$ cat config.mk
export PLATFORM = sky130hd
export DESIGN_NAME = fwe_writer
export DESIGN_NICKNAME = d
export VERILOG_FILES = /design/src/fwe_sync.v /design/src/fwe_timer.v /design/src/fwe_writer.v
export VERILOG_INCLUDE_DIRS = /design/src
export SDC_FILE = /design/constraint.sdc
export NUM_CORES = 1
export LEC_CHECK = 0
export ABC_CLOCK_PERIOD_IN_PS = 2700
export BUFFER_PORTS_ARGS = -buffer_cell sky130_fd_sc_hd__buf_2
export CORE_MARGIN = 2
export CORE_UTILIZATION = 55
export DETAILED_ROUTE_END_ITERATION = 7
export GPL_ROUTABILITY_DRIVEN = 1
export PLACE_DENSITY_LB_ADDON = 0.2
export SYNTH_ARGS = -nofsm -noshare
export SYNTH_HDL_FRONTEND = slang
export SYNTH_SLANG_ARGS = --single-unit
$ cat constraint.sdc
create_clock -name clock_in -period 2.7 [get_ports clock_in]
set_clock_uncertainty 0.1 [all_clocks]
set_input_delay 0.27 -clock clock_in [delete_from_list [all_inputs] [get_ports clock_in]]
set_output_delay 0.27 -clock clock_in [all_outputs]
set_load 0.005 [all_outputs]
$ cat src/fwe_defines.vh
`ifndef FWE_DEFINES_VH
`define FWE_DEFINES_VH
// command codes on the data pins
`define FWE_CMD_READ      8'h00
`define FWE_CMD_ERASE     8'h20
`define FWE_CMD_PROGRAM   8'h40
`define FWE_CMD_STATUS    8'h71
// status return byte field positions
`define FWE_ST_ABNORMAL   7
`define FWE_ST_CMD_ERR    6
`define FWE_ST_PROG_ERR   5
`define FWE_ST_ERASE_ERR  4
`define FWE_ST_COUNT_ERR  1
`define FWE_ST_ADDR_ERR   0
`define FWE_STATUS_RESET  8'h00
// polling flag positions
`define FWE_POLL_DONE     7
`define FWE_POLL_RESULT   6
// times, and clock rate in khz
`define FWE_CLK_KHZ       100000
`define FWE_OSC_MS        20
`define FWE_SETUP_MS      10
`define FWE_ERASE_MIN_MS  100
`define FWE_ERASE_MAX_MS  40000
`define FWE_POLL_WAIT_MS  1
`define FWE_PROG_BYTES    128
`endif

$ cat src/fwe_sync.v
`timescale 1ns/1ns
// two-stage synchroniser for pin inputs
module fwe_sync
#(
   parameter WIDTH = 1
)
(
   input  wire             clock_in,
   input  wire             rst_n_in,
   input  wire [WIDTH-1:0] async_in,
   output reg  [WIDTH-1:0] sync_out
);
   reg [WIDTH-1:0] meta_q;

   // first stage feeds only the second; both clear to zero, the idle level of the inverted strobe and hold pins
   always @(posedge clock_in or negedge rst_n_in)
   begin
      if (!rst_n_in)
      begin
         meta_q   <= {WIDTH{1'b0}};
         sync_out <= {WIDTH{1'b0}};
      end
      else
      begin
         meta_q   <= async_in;
         sync_out <= meta_q;
      end
   end
endmodule

$ cat src/fwe_timer.v
`timescale 1ns/1ns
// millisecond tick divider plus a loadable millisecond down-counter
module fwe_timer
#(
   parameter TICK_CYCLES = 100000,
   parameter MS_WIDTH    = 16
)
(
   input  wire                clock_in,
   input  wire                rst_n_in,
   input  wire                load_in,
   input  wire [MS_WIDTH-1:0] load_ms_in,
   output reg                 tick_out,
   output reg                 expired_out
);
   reg [16:0]         div_q;
   reg [MS_WIDTH-1:0] ms_q;

   // one-cycle enable each millisecond; restarts with each load for exact spans
   always @(posedge clock_in or negedge rst_n_in)
   begin
      if (!rst_n_in)
      begin
         div_q       <= 17'h0;
         tick_out    <= 1'b0;
         ms_q        <= {MS_WIDTH{1'b0}};
         expired_out <= 1'b0;
      end
      else if (load_in)
      begin
         div_q       <= 17'h0;
         tick_out    <= 1'b0;
         ms_q        <= load_ms_in;
         expired_out <= 1'b0;
      end
      else
      begin
         tick_out <= (div_q == TICK_CYCLES[16:0] - 17'h1);
         if (div_q == TICK_CYCLES[16:0] - 17'h1)
            div_q <= 17'h0;
         else
            div_q <= div_q + 17'h1;
         if (tick_out)
         begin
            if (ms_q != {MS_WIDTH{1'b0}})
               ms_q <= ms_q - {{(MS_WIDTH-1){1'b0}}, 1'b1};
            expired_out <= (ms_q <= {{(MS_WIDTH-1){1'b0}}, 1'b1});
         end
      end
   end
endmodule

$ cat src/fwe_writer.v
`timescale 1ns/1ns
`include "fwe_defines.vh"
// Overview of operation
// - auto-erase always clears the whole array, no partial erase
// - poll no sooner than 1 ms; erase ends 100 to 40000 ms after command
// - polling flags held until next command write, driven on chip and output enable
// - status read reports the kind of abnormal termination
// - status return code kept until a non-status command is written
// - status byte resets to zero; bits 7,6,5,4,1,0 carry error kinds
// - bit 7 polling flag shows whether the internal operation runs
// - bit 6 polling flag tells normal from abnormal completion
// - polling: 00 running, 10 abnormal, 11 normal; low six bits zero
// - command writes ignored for 20 ms stabilisation plus setup period
// - after 10 ms setup the device enters memory read mode itself
// - codes: erase 20h twice, status 71h twice, read 00h, program 40h
// - read is cs,oe low; write is cs,we low; pins float otherwise
// - after program, erase or status read, return to command wait
module fwe_writer
#(
   parameter OSC_MS       = `FWE_OSC_MS,
   parameter SETUP_MS     = `FWE_SETUP_MS,
   parameter ERASE_MS     = `FWE_ERASE_MIN_MS,
   parameter TICK_CYCLES  = `FWE_CLK_KHZ
)
(
   input  wire        clock_in,
   input  wire        rst_n_in,
   input  wire        hold_low_input_n_in,
   input  wire        chip_sel_n_in,
   input  wire        out_en_n_in,
   input  wire        write_en_n_in,
   input  wire [17:0] flash_addr_pins_in,
   input  wire [7:0]  flash_data_pins_in,
   input  wire [7:0]  mem_rdata_in,
   input  wire        erase_fail_in,
   input  wire        prog_fail_in,
   output reg  [7:0]  flash_data_pins_out,
   output reg         flash_data_pins_oe_out,
   output reg  [17:0] mem_addr_out,
   output reg         mem_read_out,
   output reg         erase_start_out,
   output reg         prog_write_out,
   output reg  [7:0]  prog_data_out,
   output reg         busy_out,
   output reg         cmd_ready_out
);
   // device states
   localparam ST_STARTUP = 3'h0;
   localparam ST_SETUP   = 3'h1;
   localparam ST_WAIT    = 3'h2;
   localparam ST_READ    = 3'h3;
   localparam ST_ERASE   = 3'h4;
   localparam ST_PROG    = 3'h5;
   localparam ST_SHOW    = 3'h6;

   // what the data pins present on a read
   localparam SHOW_MEM    = 2'h0;
   localparam SHOW_POLL   = 2'h1;
   localparam SHOW_STATUS = 2'h2;

   // second-cycle expectations
   localparam EXP_NONE    = 2'h0;
   localparam EXP_ERASE   = 2'h1;
   localparam EXP_STATUS  = 2'h2;

   reg [2:0]  state_q;
   reg [1:0]  show_q;
   reg [1:0]  expect_q;
   reg [7:0]  status_q;
   reg [1:0]  poll_q;
   reg [7:0]  prog_cnt_q;
   reg        we_prev_q;
   reg        tmr_load_q;
   reg [15:0] tmr_ms_q;
   wire       tmr_expired;
   wire       cs_n_s;
   wire       oe_n_s;
   wire       we_n_s;
   wire       hold_n_s;
   wire [7:0] din_s;
   wire [17:0] addr_s;
   wire       rd_active;
   wire       wr_pulse;

   // all pin inputs pass two flops; strobes idle high
   fwe_sync #(.WIDTH(30)) u_sync
   (
      .clock_in   (clock_in),
      .rst_n_in   (rst_n_in),
      .async_in   ({~hold_low_input_n_in, ~chip_sel_n_in, ~out_en_n_in,
                    ~write_en_n_in, flash_addr_pins_in, flash_data_pins_in}),
      .sync_out   ({hold_n_s, cs_n_s, oe_n_s, we_n_s, addr_s, din_s})
   );

   // millisecond timer for startup and erase duration
   fwe_timer #(.TICK_CYCLES(TICK_CYCLES), .MS_WIDTH(16)) u_timer
   (
      .clock_in    (clock_in),
      .rst_n_in    (rst_n_in),
      .load_in     (tmr_load_q),
      .load_ms_in  (tmr_ms_q),
      .tick_out    (),
      .expired_out (tmr_expired)
   );

   // synced strobe and hold values are inverted so reset zero means idle
   // read and write strobe decode
   assign rd_active = cs_n_s & oe_n_s & ~we_n_s;
   // a write is taken on the rising edge of write enable, data then settled
   assign wr_pulse  = we_prev_q & ~we_n_s & cs_n_s & ~oe_n_s;

   // hold-low pin acts as a second reset: it forces the startup state
   always @(posedge clock_in or negedge rst_n_in)
   begin
      if (!rst_n_in)
      begin
         state_q        <= ST_STARTUP;
         show_q         <= SHOW_MEM;
         expect_q       <= EXP_NONE;
         status_q       <= `FWE_STATUS_RESET;
         poll_q         <= 2'h0;
         prog_cnt_q     <= 8'h0;
         we_prev_q      <= 1'b0;
         tmr_load_q     <= 1'b1;
         tmr_ms_q       <= OSC_MS[15:0];  // a hold pin already high still waits full startup
         erase_start_out <= 1'b0;
         prog_write_out <= 1'b0;
         prog_data_out  <= 8'h0;
         mem_addr_out   <= 18'h0;
         busy_out       <= 1'b0;
         cmd_ready_out  <= 1'b0;
      end
      else
      begin
         we_prev_q       <= we_n_s;
         tmr_load_q      <= 1'b0;
         erase_start_out <= 1'b0;
         prog_write_out  <= 1'b0;
         // protected while the hold-low pin is asserted
         if (hold_n_s)
         begin
            state_q       <= ST_STARTUP;
            tmr_load_q    <= 1'b1;
            tmr_ms_q      <= OSC_MS[15:0];
            busy_out      <= 1'b0;
            cmd_ready_out <= 1'b0;
            expect_q      <= EXP_NONE;
         end
         else
         begin
            case (state_q)
               ST_STARTUP:
               begin
                  if (tmr_expired && !tmr_load_q)
                  begin
                     state_q    <= ST_SETUP;
                     tmr_load_q <= 1'b1;
                     tmr_ms_q   <= SETUP_MS[15:0];
                  end
               end
               // setup period, then memory read mode
               ST_SETUP:
               begin
                  if (tmr_expired && !tmr_load_q)
                  begin
                     state_q       <= ST_READ;
                     show_q        <= SHOW_MEM;
                     cmd_ready_out <= 1'b1;
                  end
               end
               // erase covers the whole array; minimum duration
               ST_ERASE:
               begin
                  // writes during erase are not decoded
                  if (tmr_expired && !tmr_load_q)
                  begin
                     busy_out <= 1'b0;
                     // done flag set, result by failure
                     poll_q   <= erase_fail_in ? 2'h2 : 2'h3;
                     if (erase_fail_in)
                        status_q <= status_q | 8'h90;
                     state_q  <= ST_WAIT;
                  end
               end
               ST_PROG:
               begin
                  if (wr_pulse)
                  begin
                     prog_write_out <= 1'b1;
                     prog_data_out  <= din_s;
                     if (prog_cnt_q == 8'h0)
                     begin
                        mem_addr_out <= addr_s;
                        // invalid block start address
                        if (addr_s[6:0] != 7'h0)
                           status_q <= status_q | 8'h81;
                     end
                     if (prog_cnt_q == `FWE_PROG_BYTES - 1)
                     begin
                        prog_cnt_q <= 8'h0;
                        busy_out   <= 1'b0;
                        poll_q     <= (prog_fail_in || status_q[0]) ? 2'h2 : 2'h3;
                        if (prog_fail_in)
                           status_q <= status_q | 8'ha0;
                        state_q    <= ST_WAIT;
                     end
                     else
                        prog_cnt_q <= prog_cnt_q + 8'h1;
                  end
               end
               default:
               begin
                  // command wait, memory read and status show accept writes
                  if (wr_pulse)
                  begin
                     // poll flags replaced only by a command write
                     poll_q <= 2'h0;
                     // only a non-status command clears the return code
                     if (din_s != `FWE_CMD_STATUS)
                        status_q <= `FWE_STATUS_RESET;
                     if (expect_q == EXP_ERASE && din_s == `FWE_CMD_ERASE)
                     begin
                        state_q    <= ST_ERASE;
                        show_q     <= SHOW_POLL;
                        busy_out   <= 1'b1;
                        erase_start_out <= 1'b1;
                        tmr_load_q <= 1'b1;
                        tmr_ms_q   <= ERASE_MS[15:0];
                        expect_q   <= EXP_NONE;
                     end
                     else if (expect_q == EXP_STATUS && din_s == `FWE_CMD_STATUS)
                     begin
                        // status byte shown; then command wait
                        state_q  <= ST_WAIT;
                        show_q   <= SHOW_STATUS;
                        expect_q <= EXP_NONE;
                     end
                     else if (din_s == `FWE_CMD_ERASE)
                        expect_q <= EXP_ERASE;
                     else if (din_s == `FWE_CMD_STATUS)
                        expect_q <= EXP_STATUS;
                     else if (din_s == `FWE_CMD_READ)
                     begin
                        state_q  <= ST_READ;
                        show_q   <= SHOW_MEM;
                        expect_q <= EXP_NONE;
                     end
                     else if (din_s == `FWE_CMD_PROGRAM)
                     begin
                        state_q    <= ST_PROG;
                        show_q     <= SHOW_POLL;
                        busy_out   <= 1'b1;
                        prog_cnt_q <= 8'h0;
                        expect_q   <= EXP_NONE;
                     end
                     else
                     begin
                        status_q <= 8'hc0;
                        poll_q   <= 2'h2;
                        show_q   <= SHOW_POLL;
                        expect_q <= EXP_NONE;
                        state_q  <= ST_WAIT;
                     end
                  end
                  if (state_q == ST_READ && rd_active)
                     mem_addr_out <= addr_s;
               end
            endcase
         end
      end
   end

   // data pin drive, registered; memory data outside memory read mode is zero
   always @(posedge clock_in or negedge rst_n_in)
   begin
      if (!rst_n_in)
      begin
         flash_data_pins_out    <= 8'h0;
         flash_data_pins_oe_out <= 1'b0;
         mem_read_out           <= 1'b0;
      end
      else
      begin
         // drive only while chip select and output enable are low
         flash_data_pins_oe_out <= rd_active && !hold_n_s;
         mem_read_out <= rd_active && (state_q == ST_READ) && (show_q == SHOW_MEM);
         case (show_q)
            // low six bits zero during polling
            SHOW_POLL:   flash_data_pins_out <= {poll_q, 6'h0};
            // bits 3 and 2 read as zero
            SHOW_STATUS: flash_data_pins_out <= status_q & 8'hf3;
            default:     flash_data_pins_out <= (state_q == ST_READ) ? mem_rdata_in : 8'h0;
         endcase
      end
   end
endmodule

# Word level (Yosys, flattened, before mapping)
# Index checks and enable logic that the tools add are counted.
[word_totals]
latch_bits = 0
mem_count = 0
mem_bits_rw = 0
regBits = 178
romBits = 0
output_inout_bits = 40
word_cells = 250
[op_classes]
n_eq_ne = 42
order_cmp = 1
n_div = 0
add_sub_neg = 3
bitwise_logic = 16
n_shift = 0
muxes = 112
n_reduce_logical = 49
multipliers = 0
[ops]
columns = ["op", "count"]
rows = [
  ["$mux 8", 25],
  ["$mux 16", 7],
  ["$mux 18", 3],
  ["$mux 2", 23],
  ["$mux 3", 13],
  ["$pmux 18 s2", 1],
  ["$mux 17", 2],
  ["$pmux 16 s2", 1],
  ["$pmux 8 s2", 2],
  ["$mux 1", 29],
  ["$eq 8x7->1 const B", 3],
  ["$pmux 8 s3", 1],
  ["$reduce_and 6->1", 3],
  ["$reduce_bool 2->1", 9],
  ["$add 17x1->17 const B", 1],
  ["$eq 17x17->1 const B", 1],
  ["$le 16x1->1 const B", 1],
  ["$logic_not 8->1", 2],
  ["$ne 2x1->1 const B", 8],
  ["$reduce_bool 16->1", 1],
  ["$sub 16x1->16 const B", 1],
  ["$ne 3x2->1 const B", 5],
  ["$ne 5x2->1 const B", 3],
  ["$ne 2x2->1 const B", 6],
  ["other kinds (40)", 72],
]

# Longest topological paths before layout
# Gate-level depths: netlist of run 1.
[logic_depth]
depth_word = 10
depth_mapped = 7

# Cells and area by module
# A second synthesis of run 1 with hierarchy kept.
[unflattened]
cells_unflattened = 559
area_unflattened_um2 = 6729.0
[modules_own_cells]
columns = ["mod", "area_each_um2", "seq_area_each_um2", "cells_each", "n_inst"]
rows = [
  ["fwe_writer", 3295.7, 1730.4, 295, 1],
  ["fwe_timer", 1931.9, 875.8, 204, 1],
  ["fwe_sync", 1501.4, 1501.4, 60, 1],
]

# Worst setup path before layout of run 1
# OpenSTA, ideal clock, no wires.
[synth_timing]
path_type = "register to register"
startpoint = "reg prog_cnt_q[0]"
endpoint = "reg mem_addr_out[10]"
required_time_ps = 2473
stages_incl_launch_ff = 8
arrival_time_ps = 1858
synth_period_minus_slack_ps = 2086
setup_ps = 127
slack_ps = 614
cell_sequence = "dfrtp_1 -> inv_1 -> ha_1 -> nor4b_1 -> nand4_1 -> a21oi_4 -> buf_6 -> mux2_1"
[synth_between]
elab_chain_cells = 3
[synth_lines]
columns = ["element", "line_no", "source"]
rows = [
  ["from (decl)", "fwe_writer.v:71", "reg [7:0] prog_cnt_q;"],
  ["from (signal assigned)", "fwe_writer.v:208", "prog_cnt_q <= prog_cnt_q + 8'h1;"],
  ["$logic_not 8->1", "fwe_writer.v:191", "if (prog_cnt_q == 8'h0)"],
  ["$ne 2x2->1 (no line)", "-", ""],
  ["$reduce_and 5->1 (no line)", "-", ""],
  ["to (signal assigned)", "fwe_writer.v:193", "mem_addr_out <= addr_s;"],
  ["to (signal assigned)", "fwe_writer.v:266", "mem_addr_out <= addr_s;"],
  ["to (decl)", "fwe_writer.v:39", "output reg [17:0] mem_addr_out,"],
]
# Every way passes these cells.
# A chain may end at the register's enable or synchronous reset.

# Worst setup path after layout of run 1
[layout_timing]
startpoint = "reg prog_cnt_q[0]"
endpoint = "reg mem_addr_out[6]"
# The elaborated chain is that of the path after synthesis.

==> results of run 1 <==
-- registers in the layout, summed over array words and instances (netlist names), 2 cells and up, named ones only --
name / cells
flash_data_pins_out: 8
mem_addr_out: 18
u_sync.meta_q: 30
prog_data_out: 8
u_sync.sync_out: 30
poll_q: 2
show_q: 2
prog_cnt_q: 8
expect_q: 2
u_timer.div_q: 17
tmr_ms_q: 4
u_timer.ms_q: 16
state_q: 3
status_q: 5
-- kinds of logic after synthesis --
| logic type | synth area share [%] |
|---|---|
| AO/OA/AOI/OAI | 8.92 |
| XOR/XNOR | 3.17 |
| adder cells (fa/ha/maj) | 1.70 |
| buffers and inverters | 2.58 |
| flip-flops | 61.9 |
| multiplexers | 5.21 |
| AND/OR/NAND/NOR | 16.5 |
-- layout make-up --
cell class | instances | share of cell area (%)
multi-input cells | 358 | 28.5
flip-flops and latches | 164 | 49.8
clock inverters | 8 | 0.910
clock buffers | 23 | 6.04
inverters | 25 | 1.14
well taps | 147 | 2.23
repair buffers | 136 | 11.3
-- synthesized netlist by cell type (all sizes together), types with 9 or more instances --
| library cell | number |
|---|---|
| a21oi | 19 |
| a31oi | 14 |
| buf | 9 |
| dfrtp | 161 |
| ha | 9 |
| inv | 25 |
| mux2 | 28 |
| nand2 | 32 |
| nand3 | 27 |
| nand4 | 11 |
| nor2 | 55 |
| nor3 | 18 |
| nor4 | 11 |
| o21ai | 19 |
| xnor2 | 11 |
| xor2 | 13 |
-- how the worst max path moves through the flow --
stage / slack, ps / from / endpoint / depth (start not counted)
2_1_floorplan: 610 / prog_cnt_q[0] / mem_addr_out[10] / 7
3_3_place_gp: 540 / prog_cnt_q[0] / mem_addr_out[5] / 7
3_5_place_dp: 420 / prog_cnt_q[0] / mem_addr_out[2] / 7
4_1_cts: 370 / prog_cnt_q[0] / mem_addr_out[6] / 7
5_1_grt: 160 / prog_cnt_q[0] / mem_addr_out[1] / 7
6_report: 340 / prog_cnt_q[0] / mem_addr_out[6] / 7
-- worst register-to-register path: stages (launching register included) --
cell	delay [ps]
dfrtp_1	410
inv_1	110
ha_1	140
nor4b_1	400
nand4_1	250
a21oi_4	190
buf_4	270
mux2_2	380
-- power by group through the flow --
stage | logic [uW] | registers (uW) | clock network, uW
after floorplan | 70.6 | 2600 | 0
after global placement | 172 | 2600 | 0
after detailed placement | 177 | 2610 | 0
after CTS | 221 | 2560 | 2340
after global routing | 246 | 2570 | 2450
final | 218 | 2560 | 2290
-- per-layer routing --
metal	wire length, um	GRT usage [%]
met5	0	0
met4	242	8.37
met3	699	5.63
met2	6570	36.4
met1	6170	30.4
-- metrics by stage --
step	area [um^2]	setup WS, ps	utilization [%]	total power, uW	hold slack (ps)
2_1_floorplan	6630	614	-	2670	-126
3_3_place_gp	7280	539	61.2	2780	218
3_5_place_dp	7280	418	61.2	2790	233
4_1_cts	8250	373	69.2	5130	61.1
5_1_grt	8250	155	69.2	5270	101
6_report	8250	340	69.2	5080	69.9
==> results.py, run 1 <==
metrics = {
    "clock_network": {
        "postCtsSetupBuffers": 0,
        "cts.sinks": 164,
        "cts.repair.resized": 0,
        "root_buffer": "clkbuf_16",
        "cts_made_buffers": 17,
        "cts.hold.buffers_added": 39,
        "path_clk_slew_ps": 60,
        "clockBufferDepth": 2,
        "htree_levels": 4,
        "cts_tree": "yes",
        "clk_latency_ps": 420,
    },
    "placement": {
        "hpwl_mm": 9.21,
        "gp_congestion": 0.897,
        "io_buffers": 81,
        "place_inst": 791,
    },
    "die": {
        "die_area_um2": 13000,
        "coreArea_um2": 11900,
        "die_w_um": 114,
        "rows": 40,
        "initial_core_util_pct": 55.7,
        "io_pins": 82,
        "die_y_um": 114,
    },
    "yosys": {
        "synth-main-ff-cell": "dfrtp_1",
        "synth_area_um2": 6630,
        "yosys.area.top_type": "dfrtp_1",
        "synth_cell_types": 59,
        "synth_edf_count": 0,
        "synth_area_leaders": "dfrtp_1 (61%), nor2_1 (3.1%), mux2_2 (3.1%)",
        "syn_inst": 563,
        "seq_area_frac_synth_pct": 61.9,
        "synthesis.nets": 614,
        "ys_ff_latch": 164,
        "avgSynthCellArea_um2": 11.8,
        "synthArstFlopShare_pct": 100,
        "synth_top_area_share_pct": 60.7,
        "yosysWarnings": 0,
    },
    "worst_setup_path": {
        "slowest_delay_ps": 410,
        "cp_data_required_time_ps": 2900,
        "cp-end-kind": "register",
        "path_delay_family": "simple AND/OR/NAND/NOR gates",
        "path_max_fanout": 18,
        "path_cells": "inv_1 > ha_1 > nor4b_1 > nand4_1 > a21oi_4 > buf_4 > mux2_2",
        "critPathSlowestCell": "dfrtp_1",
        "crit_type": "register to register",
        "rr_startpoint": "prog_cnt_q[0]",
        "r2r_slack_ps": 340,
        "cp.arrival_ps": 2560,
        "timing.rr.end": "mem_addr_out[6]",
        "path_buf_inv": 2,
        "crit_path_start_kind": "register",
        "r2r_cells": 7,
    },
    "final_layout": {
        "layout_commonest_cell": "dfrtp_1",
        "fin_cells": 861,
        "multi_input_area_um2": 2350,
        "final_cell_mix": "dfrtp_1 (161), buf_2 (80), nor2_1 (55)",
        "fill_cells": 844,
        "fin_nets": 753,
        "n_antenna_cell": 0,
        "seq_area_um2": 4110,
        "drive_gt1_share_pct": 22.3,
        "synthToLayoutAreaGrowth_pct": 24.3,
    },
    "min_path": {
        "holdPathStages": 3,
        "hp-class": "input pin to register",
        "hold_path_end": "status_q[5]",
        "min_from": "prog_fail_in",
    },
    "route": {
        "dr.first_iter.drc_count": 273,
        "wl_per_cell_um": 15.9,
        "vias_per_cell": 5.61,
        "drc": 0,
        "antenna_left": 0,
        "drt-total-wl_mm": 13.7,
        "vias": 4827,
        "firstDrtPassIters": 4,
    },
    "pwr": {
        "leakage_uw": 0.00386,
        "seq_power_share_pct": 50.5,
        "power_switching_uw": 1070,
        "comb_power_share_pct": 4.3,
        "clkPwrFrac_pct": 45.2,
        "power.density_nw_per_um2": 615,
        "ir_worst_vdd_mv": 0.608,
        "internal_power_uw": 4000,
        "p_sw_share_pct": 21.2,
    },
    "global_route": {
        "grt_usage_pct": 22.7,
        "gr-total-overflow": 0,
        "grt_max_degree": 71,
        "grt_pass1_wl_mm": 22.9,
        "grt_antenna_before_repair": 0,
        "grt_pass1_vias": 4776,
    },
    "sta": {
        "final-hold-violation-count": 0,
        "maxSlewViolCount": 0,
        "worst_pin_slew_ps": 717,
        "setup_violations": 0,
        "setup_tns_ps": 0,
        "slew-limit-headroom_pct": 52.1,
        "rsz0062_at_grt": "no",
        "period_share_pct": 87.4,
        "post-route-min-period_ps": 2360,
        "max_freq_mhz": 424,
    },
    "run": {
        "maxCapViolCount": 0,
    },
    "run_status": {
        "status": "finished, final reports clean",
    },
}
(Power assumes the default switching activity.)
==> run 2: changes to the inputs <==
--- a/config.mk
+++ b/config.mk
@@ -8,6 +8,8 @@
 export LEC_CHECK = 0
 export ABC_CLOCK_PERIOD_IN_PS = 2700
 export BUFFER_PORTS_ARGS = -buffer_cell sky130_fd_sc_hd__buf_2
+export CAP_MARGIN = 5
+export CORE_ASPECT_RATIO = 1.75
 export CORE_MARGIN = 2
 export CORE_UTILIZATION = 55
 export DETAILED_ROUTE_END_ITERATION = 7
==> results.py, run 2 (synthesis results as in run 1) <==
metrics = {
    "run_status": {
        "status": "finished, final reports clean",
    },
    "pwr": {
        "clkPwrFrac_pct": 45.8,
        "internal_power_uw": 3940,
        "seq_power_share_pct": 49.9,
        "comb_power_share_pct": 4.3,
        "power_switching_uw": 1200,
        "p_sw_share_pct": 23.3,
        "power.density_nw_per_um2": 625,
        "ir_worst_vdd_mv": 0.457,
        "leakage_uw": 0.00385,
    },
    "sta": {
        "setup_tns_ps": 0,
        "worst_pin_slew_ps": 790,
        "rsz0062_at_grt": "no",
        "setup_violations": 0,
        "slew-limit-headroom_pct": 46.9,
        "max_freq_mhz": 412,
        "final-hold-violation-count": 0,
        "maxSlewViolCount": 0,
        "post-route-min-period_ps": 2430,
        "period_share_pct": 89.9,
    },
    "global_route": {
        "grt_pass1_wl_mm": 24.8,
        "grt_antenna_before_repair": 0,
        "gr-total-overflow": 0,
        "grt_pass1_vias": 5123,
        "grt_max_degree": 80,
        "grt_usage_pct": 24.9,
    },
    "worst_setup_path": {
        "crit_type": "register to register",
        "crit_path_start_kind": "register",
        "cp.arrival_ps": 2630,
        "path_max_fanout": 8,
        "r2r_slack_ps": 270,
        "r2r_cells": 6,
        "cp-end-kind": "register",
        "critPathSlowestCell": "nor4bb_1",
        "cp_data_required_time_ps": 2900,
        "slowest_delay_ps": 680,
        "rr_startpoint": "u_sync.sync_out[26]",
        "startpoint": "u_sync.sync_out[26]",
        "cp_num_cells": 6,
        "path_delay_family": "simple AND/OR/NAND/NOR gates",
        "path_buf_inv": 1,
        "path_cells": "nor4bb_1 > buf_4 > nand3_1 > o21ai_0 > and2_1 > mux2_2",
        "timing.rr.end": "poll_q[0]",
    },
    "clock_network": {
        "clockBufferDepth": 2,
        "cts.sinks": 164,
        "htree_levels": 4,
        "path_clk_slew_ps": 60,
        "cts_tree": "yes",
        "cts_made_buffers": 17,
        "clk_latency_ps": 420,
        "postCtsSetupBuffers": 0,
        "cts.hold.buffers_added": 39,
        "root_buffer": "clkbuf_16",
        "cts.repair.resized": 0,
    },
    "final_layout": {
        "top_regs": "u_sync.meta_q x30, u_sync.sync_out x30, mem_addr_out x18",
        "final_area_um2": 8210,
        "final_cell_mix": "dfrtp_1 (161), buf_2 (80), nor2_1 (55)",
        "fill_cells": 871,
        "n_antenna_cell": 0,
        "layout_commonest_cell": "dfrtp_1",
        "fin_nets": 749,
        "drive_gt1_share_pct": 22.0,
        "synthToLayoutAreaGrowth_pct": 23.8,
    },
    "die": {
        "io_pins": 82,
        "initial_core_util_pct": 55.9,
        "rows": 53,
        "die_area_um2": 13000,
        "die_y_um": 149,
        "coreArea_um2": 11900,
        "die_w_um": 87.0,
    },
    "route": {
        "firstDrtPassIters": 5,
        "vias": 4858,
        "wl_per_cell_um": 17.8,
        "antenna_left": 0,
        "drc": 0,
        "dr.first_iter.drc_count": 262,
        "vias_per_cell": 5.74,
        "drt-total-wl_mm": 15.1,
    },
    "run": {
        "maxCapViolCount": 0,
    },
    "placement": {
        "hpwl_mm": 10.3,
        "placed_area_um2": 7240,
        "gp_congestion": 0.916,
        "io_buffers": 81,
    },
    "min_path": {
        "hold_path_end": "status_q[5]",
        "holdPathStages": 3,
        "hp-class": "input pin to register",
        "min_from": "prog_fail_in",
    },
}
## run 2: cell types whose count changed in the layout (fill, tap and decap cells not counted), sizes merged
cell / delta
inv: +6
clkbuf: -5
buf: -4
clkinvlp: -3
clkinv: +2
## run 2: how the worst max path moves through the flow
stage	to
after floorplan	mem_addr_out[10]
after global routing	poll_q[0]
after CTS	poll_q[0]
after detailed placement	mem_addr_out[3]
final	poll_q[0]
after global placement	poll_q[0]
## run 2: metal layers
layer	global-route usage [%]	routed length [um]	up-vias
li1	-	-	2264
met1	28.0	5710	2395
met2	43.7	8200	152
met3	5.09	575	47
met4	12.9	576	0
met5	0	0	-
## run 2: worst register-to-register path, stage by stage, from the launching register on
cell	delay, ps
dfrtp_1	400
nor4bb_1	680
buf_4	290
nand3_1	100
o21ai_0	210
and2_1	200
mux2_2	340
## run 2: metrics by stage
stage                     std cells  hold WS [ps]  utilization, %  setup slack [ps]  power [uW]
after global placement          777           232            61.0               368        2770
after CTS                       847          72.3            69.2               273        5190
final                           847          81.2            69.2               272        5140
after global routing            847           110            69.2              77.0        5320
after detailed placement        777           235            61.0               285        2790
after floorplan                 563          -126               -               614        2670
## run 2: power groups by stage
stage               Sequential (uW)  Combinational [uW]  Clock [uW]
finish                         2560                 220        2350
global route                   2570                 247        2510
CTS                            2560                 222        2400
detailed placement             2610                 176           0
global placement               2600                 170           0
floorplan                      2600                70.6           0
## run 2: final cells by class
class	instances	area (um^2)	area share (%)
tap	137	171	2.09
multi-input combinational	358	2350	28.7
clock inverter	13	143	1.74
sequential	164	4110	50.0
clock buffer	18	439	5.35
timing repair buffer	132	905	11.0
inverter	25	93.8	1.14
